`src/cpfm_pkg.sv`:
```
// Package: offsets, field layouts, reset values and types of the pin mux
package cpfm_pkg;

  // Register offsets on the control interface
  localparam logic [7:0] ADDR_INPUT_PIN_CONFIG = 8'h0D;
  localparam logic [7:0] ADDR_PIN_VALUES       = 8'h0E;
  localparam logic [7:0] ADDR_ROUTING_CFG0     = 8'h0F;
  localparam logic [7:0] ADDR_SERIAL_OUT_CFG   = 8'h10;

  // Values after reset
  localparam logic [7:0] RST_INPUT_PIN_CONFIG = 8'h00;
  localparam logic [7:0] RST_PIN_VALUES       = 8'h00;
  localparam logic [7:0] RST_ROUTING_CFG0     = 8'h00;
  localparam logic [7:0] RST_SERIAL_OUT_CFG   = 8'h52;

  // Writable bits of each register; the rest read back as reset value, except pin value monitor bits 3-1
  localparam logic [7:0] WMASK_INPUT_PIN_CONFIG = 8'h03;
  localparam logic [7:0] WMASK_PIN_VALUES       = 8'hE0;
  localparam logic [7:0] WMASK_ROUTING_CFG0     = 8'h7F;
  localparam logic [7:0] WMASK_SERIAL_OUT_CFG   = 8'hFF;

  // Field positions
  localparam int unsigned POS_INPUT_PIN_ENABLE = 1;
  localparam int unsigned POS_BIDIR_A_OUT      = 7;
  localparam int unsigned POS_BIDIR_B_OUT      = 6;
  localparam int unsigned POS_OUTONLY_OUT      = 5;
  localparam int unsigned POS_BIDIR_A_IN       = 3;
  localparam int unsigned POS_BIDIR_B_IN       = 2;
  localparam int unsigned POS_INONLY_IN        = 1;
  localparam int unsigned POS_AUX_CLK_SEL      = 5;
  localparam int unsigned POS_DIN2_SEL         = 2;
  localparam int unsigned POS_BITCLK_SRC       = 1;
  localparam int unsigned POS_FSYNC_SRC        = 0;
  localparam int unsigned POS_SOUT_FUNC        = 4;
  localparam int unsigned POS_SOUT_LEVEL       = 3;
  localparam int unsigned POS_SOUT_DRIVE       = 0;

  // Input synchroniser depth and bit indices
  localparam int unsigned SYNC_STAGES  = 2;
  localparam int unsigned SI_BIDIR_A   = 0;
  localparam int unsigned SI_BIDIR_B   = 1;
  localparam int unsigned SI_INONLY    = 2;
  localparam int unsigned SI_SOUT      = 3;
  localparam int unsigned SI_PRI_DIN   = 4;
  localparam int unsigned SI_BITCLK    = 5;
  localparam int unsigned SI_FSYNC     = 6;
  localparam int unsigned SI_SEC_BCLK  = 7;
  localparam int unsigned SI_SEC_FSYNC = 8;
  localparam int unsigned SYNC_W       = 9;

  // Driven pin indices
  localparam int unsigned PIN_A       = 0;
  localparam int unsigned PIN_B       = 1;
  localparam int unsigned PIN_OUTONLY = 2;
  localparam int unsigned PIN_SOUT    = 3;
  localparam int unsigned NUM_PINS    = 4;

  // Pin function codes
  typedef enum logic [3:0] {
    FN_DISABLED  = 4'h0, FN_INPUT     = 4'h1, FN_GPO       = 4'h2,
    FN_IRQ       = 4'h3, FN_DMIC_CLK  = 4'h4, FN_PRI_DOUT  = 4'h5,
    FN_PRI_DOUT2 = 4'h6, FN_SEC_DOUT  = 4'h7, FN_SEC_DOUT2 = 4'h8,
    FN_SEC_BCLK  = 4'h9, FN_SEC_FSYNC = 4'hA, FN_GEN_CLK   = 4'hB,
    FN_MUX_DOUT  = 4'hC, FN_DAISY     = 4'hD, FN_LOOPBACK  = 4'hE,
    FN_RSVD      = 4'hF
  } cpfm_func_e;

  // Drive styles
  typedef enum logic [2:0] {
    DRV_HIZ        = 3'h0, DRV_PUSH_PULL   = 3'h1, DRV_LOW_WEAKHI = 3'h2,
    DRV_LOW_ONLY   = 3'h3, DRV_WEAKLO_HIGH = 3'h4, DRV_HIGH_ONLY  = 3'h5,
    DRV_RSVD6      = 3'h6, DRV_RSVD7       = 3'h7
  } cpfm_drive_e;

  // Internal sources a pin can carry
  typedef struct packed {
    logic irq;
    logic dmic_clk;
    logic pri_dout;
    logic pri_dout2;
    logic sec_dout;
    logic sec_dout2;
    logic sec_bclk;
    logic sec_fsync;
    logic gen_clk;
    logic mux_dout;
    logic daisy_out;
  } cpfm_src_s;

  // Per-pin configuration
  typedef struct packed {
    cpfm_func_e  func;
    logic        level;
    cpfm_drive_e drive;
  } cpfm_pin_cfg_s;

  // Pad controls: data, strong enable, weak pull up, weak pull down
  typedef struct packed {
    logic out;
    logic oe;
    logic pull_up;
    logic pull_dn;
  } cpfm_pad_s;

endpackage

```
`src/cpfm_pin_drv.sv`:
```
// One output pin: function select and drive style, registered pad controls
`timescale 1ns/10ps
module cpfm_pin_drv (
  input  wire logic                   i_sys_clk,
  input  wire logic                   i_srst,
  input  wire cpfm_pkg::cpfm_pin_cfg_s i_cfg,
  input  wire cpfm_pkg::cpfm_src_s    i_src,
  input  wire logic                   i_loop_data,
  input  wire logic                   i_has_loop,
  input  wire logic                   i_drive_on_serial,
  output cpfm_pkg::cpfm_pad_s         o_pad
);
  import cpfm_pkg::*;

  logic      data;
  logic      active;
  logic      serial;
  cpfm_pad_s next_pad;

  ////////////////////////////////////////
  // Function select
  always_comb begin
    data   = 1'b0;
    active = 1'b1;
    serial = i_cfg.func inside {FN_PRI_DOUT, FN_PRI_DOUT2, FN_SEC_DOUT, FN_SEC_DOUT2,
                                FN_SEC_BCLK, FN_SEC_FSYNC, FN_MUX_DOUT, FN_DAISY,
                                FN_LOOPBACK};                  // [RQ18]
    unique case (i_cfg.func)
      FN_DISABLED, FN_INPUT: active = 1'b0;
      FN_GPO:       data = i_cfg.level;                        // [RQ3] [RQ4] [RQ5] [RQ15]
      FN_IRQ:       data = i_src.irq;
      FN_DMIC_CLK:  data = i_src.dmic_clk;
      FN_PRI_DOUT:  data = i_src.pri_dout;                     // [RQ13]
      FN_PRI_DOUT2: data = i_src.pri_dout2;
      FN_SEC_DOUT:  data = i_src.sec_dout;
      FN_SEC_DOUT2: data = i_src.sec_dout2;
      FN_SEC_BCLK:  data = i_src.sec_bclk;
      FN_SEC_FSYNC: data = i_src.sec_fsync;
      FN_GEN_CLK:   data = i_src.gen_clk;
      FN_MUX_DOUT:  data = i_src.mux_dout;
      FN_DAISY:     data = i_src.daisy_out;
      // Loopback exists only where the caller says so
      FN_LOOPBACK:  begin                                      // [RQ14]
        data   = i_loop_data;
        active = i_has_loop;
      end
      FN_RSVD:      active = 1'b0;                             // [RQ14]
    endcase
  end

  ////////////////////////////////////////
  // Drive style; reserved codes float the pin rather than guess a style
  always_comb begin
    next_pad = '0;
    next_pad.out = data;
    if (active && serial && !i_drive_on_serial) begin
      next_pad.oe = 1'b1;                                      // [RQ18]
    end else if (active) begin
      unique case (i_cfg.drive)                                // [RQ16] [RQ18]
        DRV_HIZ:         next_pad.oe = 1'b0;
        DRV_PUSH_PULL:   next_pad.oe = 1'b1;
        DRV_LOW_WEAKHI:  begin
          next_pad.oe      = ~data;
          next_pad.pull_up = data;
        end
        DRV_LOW_ONLY:    next_pad.oe = ~data;
        DRV_WEAKLO_HIGH: begin
          next_pad.oe      = data;
          next_pad.pull_dn = ~data;
        end
        DRV_HIGH_ONLY:   next_pad.oe = data;
        default:         next_pad.oe = 1'b0;                   // [RQ17]
      endcase
    end
  end

  // Pad controls come from flip-flops so pins never glitch on decode
  always_ff @(posedge i_sys_clk) begin
    if (i_srst) begin
      o_pad <= '0;
    end else begin
      o_pad <= next_pad;
    end
  end

endmodule

```
`src/cpfm_top.sv`:
```
// Pin-function mux: control registers, input monitors, routing, pin drive
// Contract
// [RQ1] - Input pin enable bit 1: 0 off, 1 input.
// [RQ2] - SPI mode: input pin is chip select, enable ignored.
// [RQ3] - Value bit 7: bidir A output level as GPO.
// [RQ4] - Value bit 6: bidir B output level as GPO.
// [RQ5] - Value bit 5: output-only pin level as GPO.
// [RQ6] - Value bits 3,2,1 monitor bidir A, bidir B, input pin.
// [RQ7] - Host writes reset values to reserved bits; they read reset.
// [RQ8] - Bits 6-5 pick aux clock: off, bidir A, bidir B, input pin.
// [RQ9] - Bits 4-2 pick second primary data input; 6-7 reserved.
// [RQ10] - Config 0 bit 1: bit clock from pin or secondary port.
// [RQ11] - Config 0 bit 0: frame sync from pin or secondary port.
// [RQ12] - Function bits 7-4 reset 0101b; codes 0-4 basic functions.
// [RQ13] - Function codes 5-13 pick serial and clock outputs.
// [RQ14] - Code 14 loops data input back; 15 reserved.
// [RQ15] - Config 1 bit 3: serial out level as GPO.
// [RQ16] - Drive bits 2-0, reset 010b, pick six drive styles.
// [RQ17] - Host never writes drive codes 6 or 7.
// [RQ18] - Bidir drive uses same codes; ignored for serial outputs.
// [RQ19] - Pin inputs pass two synchroniser flops first.
// [RQ20] - A routed pin not set as input reads low.
`timescale 1ns/10ps
module cpfm_top (
  input  wire logic                 i_sys_clk,
  input  wire logic                 i_srst,
  // Register port
  input  wire logic [7:0]           i_reg_addr,
  input  wire logic [7:0]           i_reg_wdata,
  input  wire logic                 i_reg_wr,
  input  wire logic                 i_reg_rd,
  output logic      [7:0]           o_reg_rdata,
  output logic                      o_reg_rvalid,
  // Control interface mode
  input  wire logic                 i_spi_mode,
  // Pin settings kept outside this block
  input  wire cpfm_pkg::cpfm_func_e  i_bidir_a_function,
  input  wire cpfm_pkg::cpfm_drive_e i_bidir_a_drive,
  input  wire cpfm_pkg::cpfm_func_e  i_bidir_b_function,
  input  wire cpfm_pkg::cpfm_drive_e i_bidir_b_drive,
  input  wire cpfm_pkg::cpfm_func_e  i_outonly_function,
  input  wire cpfm_pkg::cpfm_drive_e i_outonly_drive,
  // Internal function sources
  input  wire cpfm_pkg::cpfm_src_s   i_src,
  // Pin and clock inputs, asynchronous to i_sys_clk
  input  wire logic                 i_bidir_pin_a,
  input  wire logic                 i_bidir_pin_b,
  input  wire logic                 i_input_only_pin,
  input  wire logic                 i_serial_out_pin,
  input  wire logic                 i_primary_din,
  input  wire logic                 i_bitclk_pin,
  input  wire logic                 i_framesync_pin,
  input  wire logic                 i_sec_bitclk,
  input  wire logic                 i_sec_framesync,
  // Pad controls
  output cpfm_pkg::cpfm_pad_s       o_bidir_pin_a,
  output cpfm_pkg::cpfm_pad_s       o_bidir_pin_b,
  output cpfm_pkg::cpfm_pad_s       o_output_only_pin,
  output cpfm_pkg::cpfm_pad_s       o_serial_out_pin,
  // Routed signals toward the core
  output logic                      o_aux_clock,
  output logic                      o_primary_second_input,
  output logic                      o_primary_bitclk,
  output logic                      o_primary_framesync,
  output logic                      o_spi_chip_select_n,
  output logic                      o_input_only_data
);
  import cpfm_pkg::*;

  ////////////////////////////////////////
  // Declarations
  logic [7:0]          input_pin_config;
  logic [7:0]          pin_values;
  logic [7:0]          routing_cfg0;
  logic [7:0]          serial_out_cfg;
  logic [SYNC_W-1:0]   sync_meta;
  logic [SYNC_W-1:0]   sync_in;
  logic [SYNC_W-1:0]   pin_raw;
  logic                a_is_input;
  logic                b_is_input;
  logic                inonly_is_input;
  logic                sout_is_input;
  logic [4:0]          gated_src;
  logic [7:0]          next_rdata;
  cpfm_func_e          sout_func;
  cpfm_drive_e         sout_drive;
  cpfm_pin_cfg_s       pin_cfg   [NUM_PINS];
  cpfm_pad_s           pin_pad   [NUM_PINS];
  logic [NUM_PINS-1:0] pin_loop;
  logic [NUM_PINS-1:0] pin_drv_sr;

  ////////////////////////////////////////
  // Functions

  // Masked register update; reserved bits keep their reset value
  function automatic logic [7:0] masked_write(
    input logic [7:0] cur,
    input logic [7:0] wdata,
    input logic [7:0] wmask
  );
    masked_write = (cur & ~wmask) | (wdata & wmask);
  endfunction

  // Source pick shared by aux clock and second data input routing
  function automatic logic pick_src(
    input logic [2:0] sel,
    input logic [4:0] src
  );
    logic r;
    r = 1'b0;
    unique case (sel)
      3'h1:    r = src[0];
      3'h2:    r = src[1];
      3'h3:    r = src[2];
      3'h4:    r = src[3];
      3'h5:    r = src[4];
      default: r = 1'b0;
    endcase
    pick_src = r;
  endfunction

  ////////////////////////////////////////
  // Input synchronisers; order follows the SI_ indices, bit 0 last
  assign pin_raw = {i_sec_framesync, i_sec_bitclk, i_framesync_pin, i_bitclk_pin,
                    i_primary_din, i_serial_out_pin, i_input_only_pin,
                    i_bidir_pin_b, i_bidir_pin_a};

  // One process owns both stages; the first stage feeds only the second
  always_ff @(posedge i_sys_clk) begin
    if (i_srst) begin
      sync_meta <= '0;
      sync_in   <= '0;
    end else begin
      sync_meta <= pin_raw;                                // [RQ19]
      sync_in   <= sync_meta;                              // [RQ19]
    end
  end

  ////////////////////////////////////////
  // Register writes; only masked bits change, including undocumented input pin config bit 0
  always_ff @(posedge i_sys_clk) begin
    if (i_srst) begin
      input_pin_config <= RST_INPUT_PIN_CONFIG;
    end else if (i_reg_wr && i_reg_addr == ADDR_INPUT_PIN_CONFIG) begin
      input_pin_config <= masked_write(input_pin_config, i_reg_wdata,
                                       WMASK_INPUT_PIN_CONFIG); // [RQ1] [RQ7]
    end
  end

  // Monitor bits are not stored here; they are merged at read time
  always_ff @(posedge i_sys_clk) begin
    if (i_srst) begin
      pin_values <= RST_PIN_VALUES;
    end else if (i_reg_wr && i_reg_addr == ADDR_PIN_VALUES) begin
      pin_values <= masked_write(pin_values, i_reg_wdata,
                                 WMASK_PIN_VALUES);       // [RQ3] [RQ4] [RQ5]
    end
  end

  always_ff @(posedge i_sys_clk) begin
    if (i_srst) begin
      routing_cfg0 <= RST_ROUTING_CFG0;
    end else if (i_reg_wr && i_reg_addr == ADDR_ROUTING_CFG0) begin
      routing_cfg0 <= masked_write(routing_cfg0, i_reg_wdata,
                                   WMASK_ROUTING_CFG0);   // [RQ7]
    end
  end

  always_ff @(posedge i_sys_clk) begin
    if (i_srst) begin
      serial_out_cfg <= RST_SERIAL_OUT_CFG;               // [RQ12] [RQ16]
    end else if (i_reg_wr && i_reg_addr == ADDR_SERIAL_OUT_CFG) begin
      serial_out_cfg <= masked_write(serial_out_cfg, i_reg_wdata,
                                     WMASK_SERIAL_OUT_CFG);
    end
  end

  ////////////////////////////////////////
  // Which pins currently act as inputs
  assign a_is_input      = (i_bidir_a_function == FN_INPUT);
  assign b_is_input      = (i_bidir_b_function == FN_INPUT);
  // SPI mode takes the pin over as chip select whatever the enable says
  assign inonly_is_input = input_pin_config[POS_INPUT_PIN_ENABLE]
                           && !i_spi_mode;                // [RQ1] [RQ2]
  assign sout_func       = cpfm_func_e'(serial_out_cfg[POS_SOUT_FUNC +: 4]);
  assign sout_drive      = cpfm_drive_e'(serial_out_cfg[POS_SOUT_DRIVE +: 3]);
  assign sout_is_input   = (sout_func == FN_INPUT);       // [RQ12]

  // Routed levels; a pin not set as input reads low
  assign gated_src[0] = sync_in[SI_BIDIR_A] & a_is_input;      // [RQ20]
  assign gated_src[1] = sync_in[SI_BIDIR_B] & b_is_input;      // [RQ20]
  assign gated_src[2] = sync_in[SI_INONLY]  & inonly_is_input; // [RQ20]
  assign gated_src[3] = sync_in[SI_SOUT]    & sout_is_input;   // [RQ20]
  assign gated_src[4] = sync_in[SI_PRI_DIN];

  ////////////////////////////////////////
  // Register reads: one-cycle registered answer, unmapped reads zero
  always_comb begin
    next_rdata = 8'h00;
    unique case (i_reg_addr)
      ADDR_INPUT_PIN_CONFIG: next_rdata = input_pin_config;      // [RQ7]
      ADDR_PIN_VALUES: begin
        next_rdata = pin_values;
        next_rdata[POS_BIDIR_A_IN] = gated_src[0];               // [RQ6]
        next_rdata[POS_BIDIR_B_IN] = gated_src[1];               // [RQ6]
        next_rdata[POS_INONLY_IN]  = gated_src[2];               // [RQ6]
      end
      ADDR_ROUTING_CFG0:     next_rdata = routing_cfg0;
      ADDR_SERIAL_OUT_CFG:   next_rdata = serial_out_cfg;
      default:               next_rdata = 8'h00;
    endcase
  end

  always_ff @(posedge i_sys_clk) begin
    if (i_srst) begin
      o_reg_rdata  <= 8'h00;
      o_reg_rvalid <= 1'b0;
    end else begin
      o_reg_rvalid <= i_reg_rd;
      if (i_reg_rd) begin
        o_reg_rdata <= next_rdata;
      end
    end
  end

  ////////////////////////////////////////
  // Routing toward the core; registered to keep outputs clean
  always_ff @(posedge i_sys_clk) begin
    if (i_srst) begin
      o_aux_clock            <= 1'b0;
      o_primary_second_input <= 1'b0;
    end else begin
      o_aux_clock <= pick_src({1'b0, routing_cfg0[POS_AUX_CLK_SEL +: 2]},
                              gated_src);                    // [RQ8]
      // Codes 6 and 7 fall to the disabled default
      o_primary_second_input <= pick_src(routing_cfg0[POS_DIN2_SEL +: 3],
                                         gated_src);         // [RQ9]
    end
  end

  // Primary serial clocks; an extra register stage adds fixed latency
  always_ff @(posedge i_sys_clk) begin
    if (i_srst) begin
      o_primary_bitclk    <= 1'b0;
      o_primary_framesync <= 1'b0;
    end else begin
      o_primary_bitclk <= routing_cfg0[POS_BITCLK_SRC]
                          ? sync_in[SI_SEC_BCLK]
                          : sync_in[SI_BITCLK];              // [RQ10]
      o_primary_framesync <= routing_cfg0[POS_FSYNC_SRC]
                             ? sync_in[SI_SEC_FSYNC]
                             : sync_in[SI_FSYNC];            // [RQ11]
    end
  end

  // Chip select is idle high outside SPI mode
  always_ff @(posedge i_sys_clk) begin
    if (i_srst) begin
      o_spi_chip_select_n <= 1'b1;
      o_input_only_data   <= 1'b0;
    end else begin
      o_spi_chip_select_n <= i_spi_mode ? sync_in[SI_INONLY] : 1'b1; // [RQ2]
      o_input_only_data   <= gated_src[2];                  // [RQ1]
    end
  end

  ////////////////////////////////////////
  // Pin drivers; only the serial out pin supports loopback
  assign pin_cfg[PIN_A] = '{func:  i_bidir_a_function,
                            level: pin_values[POS_BIDIR_A_OUT],   // [RQ3]
                            drive: i_bidir_a_drive};
  assign pin_cfg[PIN_B] = '{func:  i_bidir_b_function,
                            level: pin_values[POS_BIDIR_B_OUT],   // [RQ4]
                            drive: i_bidir_b_drive};
  assign pin_cfg[PIN_OUTONLY] = '{func:  i_outonly_function,
                                  level: pin_values[POS_OUTONLY_OUT], // [RQ5]
                                  drive: i_outonly_drive};
  assign pin_cfg[PIN_SOUT] = '{func:  sout_func,
                               level: serial_out_cfg[POS_SOUT_LEVEL], // [RQ15]
                               drive: sout_drive};                    // [RQ16]

  assign pin_loop   = 4'h8;                                 // [RQ14]
  // Serial out keeps its drive style for every driving function, serial ones included
  assign pin_drv_sr = 4'h8;                                 // [RQ18]

  genvar gp;
  generate
    for (gp = 0; gp < NUM_PINS; gp++) begin : g_pin
      cpfm_pin_drv u_drv (
        .i_sys_clk        (i_sys_clk),
        .i_srst           (i_srst),
        .i_cfg            (pin_cfg[gp]),
        .i_src            (i_src),
        .i_loop_data      (sync_in[SI_PRI_DIN]),
        .i_has_loop       (pin_loop[gp]),
        .i_drive_on_serial(pin_drv_sr[gp]),
        .o_pad            (pin_pad[gp])
      );
    end
  endgenerate

  assign o_bidir_pin_a     = pin_pad[PIN_A];
  assign o_bidir_pin_b     = pin_pad[PIN_B];
  assign o_output_only_pin = pin_pad[PIN_OUTONLY];
  assign o_serial_out_pin  = pin_pad[PIN_SOUT];

endmodule

```
`config.mk`:
```
export PLATFORM = sky130hd
export DESIGN_NAME = cpfm_top
export DESIGN_NICKNAME = d
export VERILOG_FILES = /design/src/cpfm_pkg.sv /design/src/cpfm_pin_drv.sv /design/src/cpfm_top.sv
export SDC_FILE = /design/constraint.sdc
export NUM_CORES = 1
export LEC_CHECK = 0
export BUFFER_PORTS_ARGS = -buffer_cell sky130_fd_sc_hd__buf_2
export CORE_MARGIN = 2
export CORE_UTILIZATION = 53
export DETAILED_ROUTE_END_ITERATION = 8
export PLACE_DENSITY = 0.8
export SYNTH_ARGS = -nofsm -noshare
export SYNTH_HDL_FRONTEND = slang
export SYNTH_SLANG_ARGS = --single-unit
```
`constraint.sdc`:
```
create_clock -name i_sys_clk -period 2.1 [get_ports i_sys_clk]
set_input_delay 0.42 -clock i_sys_clk [delete_from_list [all_inputs] [get_ports i_sys_clk]]
set_output_delay 0.42 -clock i_sys_clk [all_outputs]
set_load 0.01 [all_outputs]
```
==> impl_metrics.tcl, run 1 <==
set metrics [dict create \
    fp.dieH_um 84.62 \
    hpwl_um 6025 \
    grt_pass1_wl_um 13750 \
    num_rows 29 \
    synthCells 407 \
    slew_headroom_pct 69.26 \
    ff2ff_setup_slack_ns 0.48 \
    nets 556 \
    fin_tns_setup_ns 0 \
    combinationalPowerShare_pct 11.0 \
    fin_worst_skew_ns 0.01223 \
    ys_top_cells_by_count "dfxtp_1, nand2_1, a21oi_1" \
    cts_buffers 9 \
    ctsHoldBuffers 0 \
    timing.rr.end "g_pin[3].u_drv.o_pad[0]" \
    die_w_um 84.62 \
    synth_area_leaders "dfxtp_1, mux2i_1, nor2b_1" \
    worstPathRequired_ns 2.35 \
    post_synth.cell_area_avg_um2 8.463 \
    cp-end-kind "register" \
    drt-total-wl_um 8214 \
    grt.total_usage_pct 23.55 \
    timing.fmax_ghz 0.6160 \
    initial_core_util_pct 54.56 \
    synthMuxAreaShare_pct 6.538 \
    ys_async_sr_fraction_pct 0 \
    period_share_pct 77.30 \
    power_frac_clock_pct 42.6 \
    yosys_warnings 0 \
    worstMarginPinSlew_ns 0.4563 \
    io_buffers 92 \
    post-route-cell-area_mm2 0.004163 \
    setup_viol 0 \
    yosys.cell_count.top_type "dfxtp_1" \
    irDropWorstVdd_uv 626.5 \
    maxCapViolCount 0 \
    clk_pin_slew_ns 0.08 \
    critPathLaunchType "register" \
    cts.sinks 69 \
    io_pins 93 \
    grt_setup_unrepaired "false" \
    hp-start "i_spi_mode" \
    synth_top_family_by_area "simple AND/OR/NAND/NOR gates" \
    critPathArrivalTime_ns 1.88 \
    worst_r2r_path_depth 5 \
    drive_above_1_share_pct 25.05 \
    grt_max_degree 34 \
    antenna_found_initial 0 \
    cts-root-buf "clkbuf_8" \
    netlist.top_cell.by_area "dfxtp_1" \
    p_leak_uw 0.001743 \
    cts-resized-gates 0 \
    hold_end "o_spi_chip_select_n" \
    place_congestion 0.8355 \
    syn_area_mm2 0.003445 \
    wl_per_cell_um 14.36 \
    synth-seq-area-share_pct 40.10 \
    synthSimpleGateAreaFrac_pct 30.19 \
    cts_tree "done" \
    slew_violations 0 \
    cts.htree.levels 3 \
    dr.first_iter.drc_count 181 \
    overflow 0 \
    clockBufferDepth 2 \
    grt_pass1_vias 2971 \
    ys_types 54 \
    swShare_pct 25.63 \
    path_max_fanout 12 \
    min_period_ns 1.623 \
    num_antenna_cells 0 \
    ant_nets 0 \
    outcome "finished clean" \
    synth_xor_area_share_pct 0 \
    synth_edf_count 0 \
    dieArea_mm2 0.007160 \
    utilization_pct 65.93 \
    via_count 3279 \
    reg2reg_from "serial_out_cfg[6]" \
    dpl_cell_area_mm2 0.003933 \
    synthAdderAreaFrac_pct 1.453 \
    synth-compound-area-share_pct 16.78 \
    synth.top_cell.area_share_pct 40.10 \
    hold_viol_final 0 \
    seqPwrFrac_pct 46.3 \
    power_density_mw_per_mm2 701.2 \
    min_path_cells 2 \
    ys_ff_latch 69 \
    core_mm2 0.006314 \
    drtPass1Iterations 5 \
    area_growth_pct 20.85 \
    hold_class "in -> reg" \
    clk_latency_ns 0.35 \
    p_int_uw 2171 \
    ys.flop_type "dfxtp_1" \
    p_sw_uw 748.2 \
    nFillCells 564 \
    syn_nets 473 \
    drcViolationCount 0 \
    vias_per_cell 5.733 \
    critPathKind "reg -> reg" \
    post-cts-setup-buffers 0 \
]
-- worst max path at each step --
stage / from / end / slack, ns / cells past startpoint
floorplan: i_bidir_a_function[0] / g_pin[0].u_drv.o_pad[2] / 0.36 / 6
global placement: i_bidir_a_function[0] / g_pin[0].u_drv.o_pad[2] / 0.22 / 6
detailed placement: i_bidir_a_function[0] / g_pin[0].u_drv.o_pad[2] / 0.17 / 6
CTS: serial_out_cfg[6] / g_pin[3].u_drv.o_pad[0] / 0.46 / 5
global route: serial_out_cfg[5] / g_pin[3].u_drv.o_pad[0] / 0.23 / 5
finish: serial_out_cfg[6] / g_pin[3].u_drv.o_pad[0] / 0.48 / 5
-- through the flow --
step,std cells,power [uW],hold WS [ns],setup WS [ns]
after global placement,556,1693,0.4149,0.2180
after CTS,572,2937,0.2239,0.4625
final,572,2919,0.2337,0.4767
after floorplan,407,1571,0.4138,0.3611
after global routing,572,3029,0.2438,0.2337
after detailed placement,556,1702,0.4247,0.1733
-- cell usage in the layout, fill, tap and decap left out, types with 7 or more instances in the layout --
cell type  count
o21ai_0       17
inv_1         13
or3_1          7
a21oi_1       29
o211ai_1       7
nand2_1       41
clkbuf_8       9
mux2i_1       18
buf_2         92
nand3b_1      14
nor2_1        24
nand3_1       26
dfxtp_1       69
buf_4          7
nor3_1         8
nor2b_1       25
-- worst max-delay path, stage by stage, from the launching register on --
cell and delay (ns):
dfxtp_1 0.54, nand3b_1 0.16, o21ai_0 0.09, a32oi_1 0.38, nand2_1 0.14, nor4b_1 0.24
-- flip-flops by register name, indices dropped and copies added (netlist names) --
signal	count
o_primary_bitclk	1
routing_cfg0	7
o_aux_clock	1
o_primary_framesync	1
input_pin_config	2
sync_meta	9
o_reg_rvalid	1
o_input_only_data	1
g_pin.u_drv.o_pad	16
o_reg_rdata	8
o_primary_second_input	1
sync_in	9
pin_values	3
o_spi_chip_select_n	1
serial_out_cfg	8
-- power groups by stage --
stage          Combinational [uW]  Sequential [uW]  Clock (uW)
5_1_grt                       359             1360        1310
6_report                      322             1350        1240
4_1_cts                       320             1350        1260
2_1_floorplan                 179             1390           0
3_5_place_dp                  318             1380           0
3_3_place_gp                  310             1380           0
-- cell families (layout without fill, tap and decap cells) --
kind of cell	after synthesis	count (layout)
AND/OR/NAND/NOR	185	185
buffers and inverters	40	128
multiplexers	21	21
flip-flops	69	69
AO/OA/AOI/OAI	88	88
adder cells (fa/ha/maj)	4	4
-- cell type report --
type                            count  area [um^2]  share of cell area (%)
Clock buffer                        9        123.9                   2.976
Clock inverter                      7        106.4                   2.555
Inverter                           13        48.80                   1.172
Multi-Input combinational cell    298         1893                   45.48
Sequential cell                    69         1381                   33.18
Tap cell                           77        96.34                   2.314
Timing Repair Buffer               99        513.0                   12.32
-- layer usage --
layer / global-route usage, % / up-vias / wire, um
met5: 0 / - / 0
met4: 8.514 / 0 / 160
met3: 4.523 / 15 / 510
met2: 37.51 / 118 / 3841
met1: 31.90 / 1496 / 3701
li1: - / 1650 / -
No activity file was read; power rests on OpenSTA's default activity.
==> run 2, diff against run 1 <==
--- a/config.mk
+++ b/config.mk
@@ -5,11 +5,12 @@
 export SDC_FILE = /design/constraint.sdc
 export NUM_CORES = 1
 export LEC_CHECK = 0
+export ABC_AREA = 1
 export BUFFER_PORTS_ARGS = -buffer_cell sky130_fd_sc_hd__buf_2
 export CORE_MARGIN = 2
-export CORE_UTILIZATION = 53
+export CORE_UTILIZATION = 48
 export DETAILED_ROUTE_END_ITERATION = 8
-export PLACE_DENSITY = 0.8
+export PLACE_DENSITY = 0.77
 export SYNTH_ARGS = -nofsm -noshare
 export SYNTH_HDL_FRONTEND = slang
 export SYNTH_SLANG_ARGS = --single-unit
==> constraint.sdc (replaced) <==
create_clock -name i_sys_clk -period 1.3 [get_ports i_sys_clk]
set_input_delay 0.26 -clock i_sys_clk [delete_from_list [all_inputs] [get_ports i_sys_clk]]
set_output_delay 0.26 -clock i_sys_clk [all_outputs]
set_load 0.01 [all_outputs]
==> run 2 against run 1 <==
  * Worst hold slack got worse by 0.14 ns
  * First-iteration DRC count increased by 36%
  * Sequential power grew 61%
  * Non-clock buffer count increased by 26
  * Power grew 52%
  * Register-to-register slack got worse by 0.47 ns
  * Count of clock-buffer cells in the layout stayed put
  * Sequential cell count unchanged
  * Sequential share of layout area fell by 2.2 points
  * Design area up 8.1%
  * Highest routed layer unchanged
==> impl_metrics.tcl, run 2 <==
set metrics [dict create \
    largest_reg_flops 16 \
    clk_pin_slew_ns 0.09 \
    wl_per_cell_um 12.55 \
    synthCells 532 \
    cts_buffers 9 \
    slew_headroom_pct 73.79 \
    vias_per_cell 4.985 \
    core_mm2 0.007176 \
    path_max_fanout 4 \
    synth_edf_count 0 \
    grt_pass1_wl_um 15060 \
    min_path_cells 2 \
    critPathKind "reg -> reg" \
    regArea_mm2 0.001393 \
    hold_class "in -> reg" \
    power_density_mw_per_mm2 982.6 \
    die_w_um 89.42 \
    io_pins 93 \
    slowest_stage "dfxtp_2" \
    post-cts-setup-buffers 0 \
    num_rows 31 \
    overflow 0 \
    hp-start "i_spi_mode" \
    grt.total_usage_pct 24.51 \
    post_synth.cell_area_avg_um2 6.583 \
    largest_register "g_pin.u_drv.o_pad" \
    cts.sinks 69 \
    critPathLaunchType "register" \
    synth.top_cell.area_share_pct 39.44 \
    initial_core_util_pct 48.81 \
    ctsHoldBuffers 0 \
    ys.flop_type "dfxtp_1" \
    grt_max_degree 24 \
    nFillCells 695 \
    nets 716 \
    fin_tns_setup_ns 0 \
    hold_viol_final 0 \
    fp.dieH_um 89.42 \
    clockBufferDepth 2 \
    drtPass1Iterations 5 \
    timing.rr.end "g_pin[3].u_drv.o_pad[2]" \
    cts.htree.levels 3 \
    critPathArrivalTime_ns 1.53 \
    worstPathRequired_ns 1.53 \
    reg2reg_from "serial_out_cfg[4]" \
    path_cells "buf_6 > nand3_2 > nand3_2 > nand2_1 > inv_1 > nor2_2 > nand2_2 > nand2_1 > nand3_1 > nand2_1 > nor2_1" \
    multi_input_comb_area_mm2 0.001730 \
    hold_end "o_spi_chip_select_n" \
    via_count 3759 \
    ys_async_sr_fraction_pct 0 \
    netlist.top_cell.by_area "dfxtp_1" \
    cts-root-buf "clkbuf_8" \
    fin_worst_skew_ns 0.009221 \
    synth-seq-area-share_pct 39.44 \
    slew_violations 0 \
    worst_r2r_path_depth 11 \
    syn_area_mm2 0.003502 \
    cp_slowest_stage_delay_ns 0.35 \
    dieArea_mm2 0.007995 \
    grt_setup_unrepaired "true" \
    hpwl_um 7409 \
    irDropWorstVdd_uv 657.9 \
    cpMostUsedCell "nand2_1" \
    ys_types 32 \
    num_antenna_cells 0 \
    layout_common_cells "nand2_1, buf_2, inv_1, nand3_1, dfxtp_1" \
    yosys_warnings 0 \
    dr.first_iter.drc_count 246 \
    ys_top_cells_by_count "nand2_1, inv_1, nand3_1" \
    maxCapViolCount 0 \
    antenna_found_initial 0 \
    min_period_ns 1.296 \
    ant_nets 0 \
    io_buffers 92 \
    drive_above_1_share_pct 25.95 \
    final_common_cell "nand2_1" \
    grt_pass1_vias 3326 \
    ff2ff_setup_slack_ns 0.004 \
    syn_nets 598 \
    timing.fmax_ghz 0.7714 \
    clk_latency_ns 0.35 \
    drt-total-wl_um 9466 \
    reg_top3 "g_pin.u_drv.o_pad (16), sync_in (9), sync_meta (9)" \
    cp-end-kind "register" \
    period_share_pct 99.72 \
    yosys.cell_count.top_type "nand2_1" \
    drcViolationCount 0 \
    fin_hold_ws_ns 0.09837 \
    p_leak_uw 0.002381 \
    worstMarginPinSlew_ns 0.3890 \
    setup_viol 0 \
    outcome "finished clean" \
    area_growth_pct 28.51 \
    cts_tree "done" \
    ys_ff_latch 69 \
    synth_area_leaders "dfxtp_1, nand2_1, nand3_1" \
    place_congestion 0.9536 \
]
run 2: metal layers:
| metal | wire length, um | up-vias | track usage (%) |
|---|---|---|---|
| met1 | 4215 | 1655 | 31.90 |
| met5 | 0 | - | 0 |
| met4 | 270 | 0 | 10.31 |
| met2 | 4285 | 141 | 38.99 |
| li1 | - | 1937 | - |
| met3 | 693 | 26 | 5.725 |
run 2: per-stage QoR:
stage	cell area (um^2)	utilization, %	cells	total power [uW]	worst slack [ns]
floorplan	3508	-	532	2555	0.02714
global placement	4253	59.27	738	2813	-0.1316
detailed placement	4253	59.27	738	2826	-0.1826
CTS	4447	61.97	754	4438	0.01117
global route	4501	62.72	754	4624	-0.09808
finish	4501	62.72	754	4422	0.003679
run 2: critical path: cells and delay by family, from the launching register on:
| kind | cells | cell delay (ns) |
|---|---|---|
| flops | 1 | 0.35 |
| buf+inv | 2 | 0.16 |
| simple gates | 9 | 0.66 |
run 2: how the worst max path moves through the flow:
stage,startpoint,endpoint,slack [ns],depth (start not counted)
6_report,serial_out_cfg[4],g_pin[3].u_drv.o_pad[2],0.004,11
5_1_grt,serial_out_cfg[4],g_pin[3].u_drv.o_pad[2],-0.1,11
4_1_cts,serial_out_cfg[4],g_pin[3].u_drv.o_pad[2],0.01,11
3_5_place_dp,i_reg_addr[5],routing_cfg0[1],-0.18,9
3_3_place_gp,i_reg_addr[5],routing_cfg0[1],-0.13,9
2_1_floorplan,i_reg_addr[6],serial_out_cfg[2],0.03,8
run 2: power breakdown:
| group | switching (uW) | total [uW] | internal, uW |
|---|---|---|---|
| clock | 913 | 1630 | 717 |
| combinational | 371 | 611 | 240 |
| sequential | 15.4 | 2180 | 2160 |
run 2: kinds of logic (layout without fill, tap and decap cells):
kind of cell               after synthesis  after routing  share of synthesized area, %
AOI/OAI and AO/OA                       74             74                         11.61
buffers and inverters                  111            234                         12.54
DFF                                     69             69                         39.44
and+or+nand+nor                        274            274                         34.98
adders and majority gates                4              4                         1.429
run 2: cell type report:
class / instances / area share, %
multi-input cells: 352 / 38.45
flip-flops and latches: 69 / 30.94
repair buffers: 125 / 15.99
inverters: 93 / 7.812
clock buffers: 9 / 2.752
well taps: 99 / 2.752
clock inverters: 7 / 1.307
run 2: what timing repair did:
item	4_1_cts	5_1_grt
pin swaps	1	7
hold endpoints to repair	0	0
resized for setup	5	19
endpoints found under the setup margin	1	10
==> run 3, diff against run 2 <==
--- a/config.mk
+++ b/config.mk
@@ -5,12 +5,12 @@
 export SDC_FILE = /design/constraint.sdc
 export NUM_CORES = 1
 export LEC_CHECK = 0
-export ABC_AREA = 1
 export BUFFER_PORTS_ARGS = -buffer_cell sky130_fd_sc_hd__buf_2
 export CORE_MARGIN = 2
-export CORE_UTILIZATION = 48
+export CORE_UTILIZATION = 47
 export DETAILED_ROUTE_END_ITERATION = 8
-export PLACE_DENSITY = 0.77
+export PLACE_DENSITY = 0.76
+export SKIP_CTS_REPAIR_TIMING = 1
 export SYNTH_ARGS = -nofsm -noshare
 export SYNTH_HDL_FRONTEND = slang
 export SYNTH_SLANG_ARGS = --single-unit
==> run 3 against run 2 <==
  * The run now ends with setup timing left
  * Sequential share of layout area down 2.3 points
  * Sequential power about the same
  * Count of clock-buffer cells in the layout did not move
  * Final cell count shrank 12%
  * Fmax is 12% lower
  * Worst hold slack got worse by 0.033 ns
  * Clock power rose by 24%
==> impl_metrics.tcl, run 3 (synthesized netlist as in run 1, its figures left out) <==
set metrics [dict create \
    dr.first_iter.drc_count 199 \
    worst_r2r_path_depth 5 \
    cts.htree.levels 3 \
    drive_above_1_share_pct 39.04 \
    critPathLaunchType "register" \
    num_antenna_cells 0 \
    num_rows 31 \
    finalWorstSetupSlack_ns -0.1668 \
    vias_per_cell 5.467 \
    hpwl_um 7066 \
    antenna_found_initial 0 \
    grt_pass1_wl_um 15060 \
    place_congestion 0.9426 \
    clk_pin_slew_ns 0.08 \
    nets 622 \
    setup_viol 12 \
    fin_tns_setup_ns -1.160 \
    ff2ff_setup_slack_ns -0.17 \
    clockBufferDepth 2 \
    clk_latency_ns 0.35 \
    p_leak_uw 0.002124 \
    min_period_ns 1.467 \
    maxCapViolCount 0 \
    slew_headroom_pct 65.83 \
    outcome "finished with violations" \
    min_path_cells 2 \
    hold_end "o_spi_chip_select_n" \
    path_max_fanout 2 \
    overflow 0 \
    initial_core_util_pct 48.00 \
    drcViolationCount 0 \
    violations "setup timing" \
    critPathKind "reg -> reg" \
    die_w_um 89.61 \
    core_mm2 0.007176 \
    slew_violations 0 \
    worstMarginPinSlew_ns 0.5072 \
    io_pins 93 \
    drt-total-wl_um 9680 \
    via_count 3608 \
    period_share_pct 112.8 \
    power_density_mw_per_mm2 1002 \
    largest_reg_flops 16 \
    cts-root-buf "clkbuf_8" \
    grt_pass1_vias 3305 \
    io_buffers 92 \
    area_growth_pct 41.59 \
    critPathArrivalTime_ns 1.73 \
    timing.rr.end "g_pin[0].u_drv.o_pad[2]" \
    grt.total_usage_pct 24.14 \
    cp-end-kind "register" \
    cts_buffers 9 \
    irDropWorstVdd_uv 588.6 \
    fp.dieH_um 89.61 \
    reg_top3 "g_pin.u_drv.o_pad (16), sync_in (9), sync_meta (9)" \
    final_common_cell "buf_2" \
    layout_common_cells "buf_2, buf_4, dfxtp_1, nand2_1, a21oi_1" \
    cts.sinks 69 \
    timing.fmax_ghz 0.6818 \
    fin_hold_ws_ns 0.06544 \
    drtPass1Iterations 6 \
    hp-start "i_spi_mode" \
    dieArea_mm2 0.008030 \
    reg2reg_from "pin_values[7]" \
    largest_register "g_pin.u_drv.o_pad" \
    wl_per_cell_um 14.67 \
    grt_max_degree 24 \
    ant_nets 0 \
    grt_setup_unrepaired "true" \
    fin_worst_skew_ns 0.01130 \
    hold_viol_final 0 \
    hold_class "in -> reg" \
    worstPathRequired_ns 1.57 \
    cts_tree "done" \
]
==> run 3: cell types whose count changed in the layout (fill, tap and decap cells not counted), sizes merged, moves of 8 or more <==
cell,before,now
buf,125,165
inv,94,17
mux2i,0,18
nand2,116,41
nand3,77,26
nand3b,1,14
nor2,60,25
nor2b,0,25
or3,0,8
==> run 3: how the worst max path moves through the flow <==
stage	from	endpoint	slack, ns
floorplan	i_bidir_a_function[0]	g_pin[0].u_drv.o_pad[2]	-0.21
global placement	i_reg_addr[5]	o_reg_rdata[1]	-0.35
detailed placement	i_bidir_a_function[0]	g_pin[0].u_drv.o_pad[2]	-0.42
CTS	serial_out_cfg[4]	g_pin[3].u_drv.o_pad[0]	-0.25
global route	sync_in[4]	g_pin[2].u_drv.o_pad[0]	-0.25
finish	pin_values[7]	g_pin[0].u_drv.o_pad[2]	-0.17
==> run 3: worst max-delay path, cell delays in order, from the launching register on <==
cell and delay, ns:
dfxtp_2 0.34, mux2i_1 0.12, nor2b_1 0.06, mux4_2 0.48, or3_1 0.32, o221ai_1 0.07
==> run 3: metal layers <==
layer  up-vias  part of all wire, %  wire [um]  track usage [%]
met2       133                   49       4767            39.44
met1      1676                   43       4142            30.36
met5         -                    0          0                0
met4         0                  1.7        165            11.53
met3        21                  6.3        605            5.027
li1       1778                    -          -                -
==> run 3: final cells by class <==
cell class                 count  area (um^2)
clock buffer                   9        123.9
clock inverter                 7        102.6
fill                         603         2298
inverter                      13        48.80
multi-input combinational    298         2049
sequential                    69         1396
tap                           99        123.9
timing repair buffer         165         1032
==> run 3: report_power, final <==
part	leakage (uW)	switching (uW)	internal, uW
Sequential	0.000565	14.6	2160
Clock	0.000117	908	1110
Combinational	0.00144	352	338
Total	0.00212	1270	3610
==> run 3: through the flow <==
step	total power, uW	utilization (%)	instances	worst slack [ns]	area (um^2)
final	4886	67.97	660	-0.1668	4877
after global routing	5107	67.97	660	-0.2507	4877
after CTS	4878	65.67	659	-0.2518	4712
after detailed placement	2874	62.51	643	-0.4207	4486
after global placement	2854	62.51	643	-0.3481	4486
after floorplan	2554	-	407	-0.2083	3516
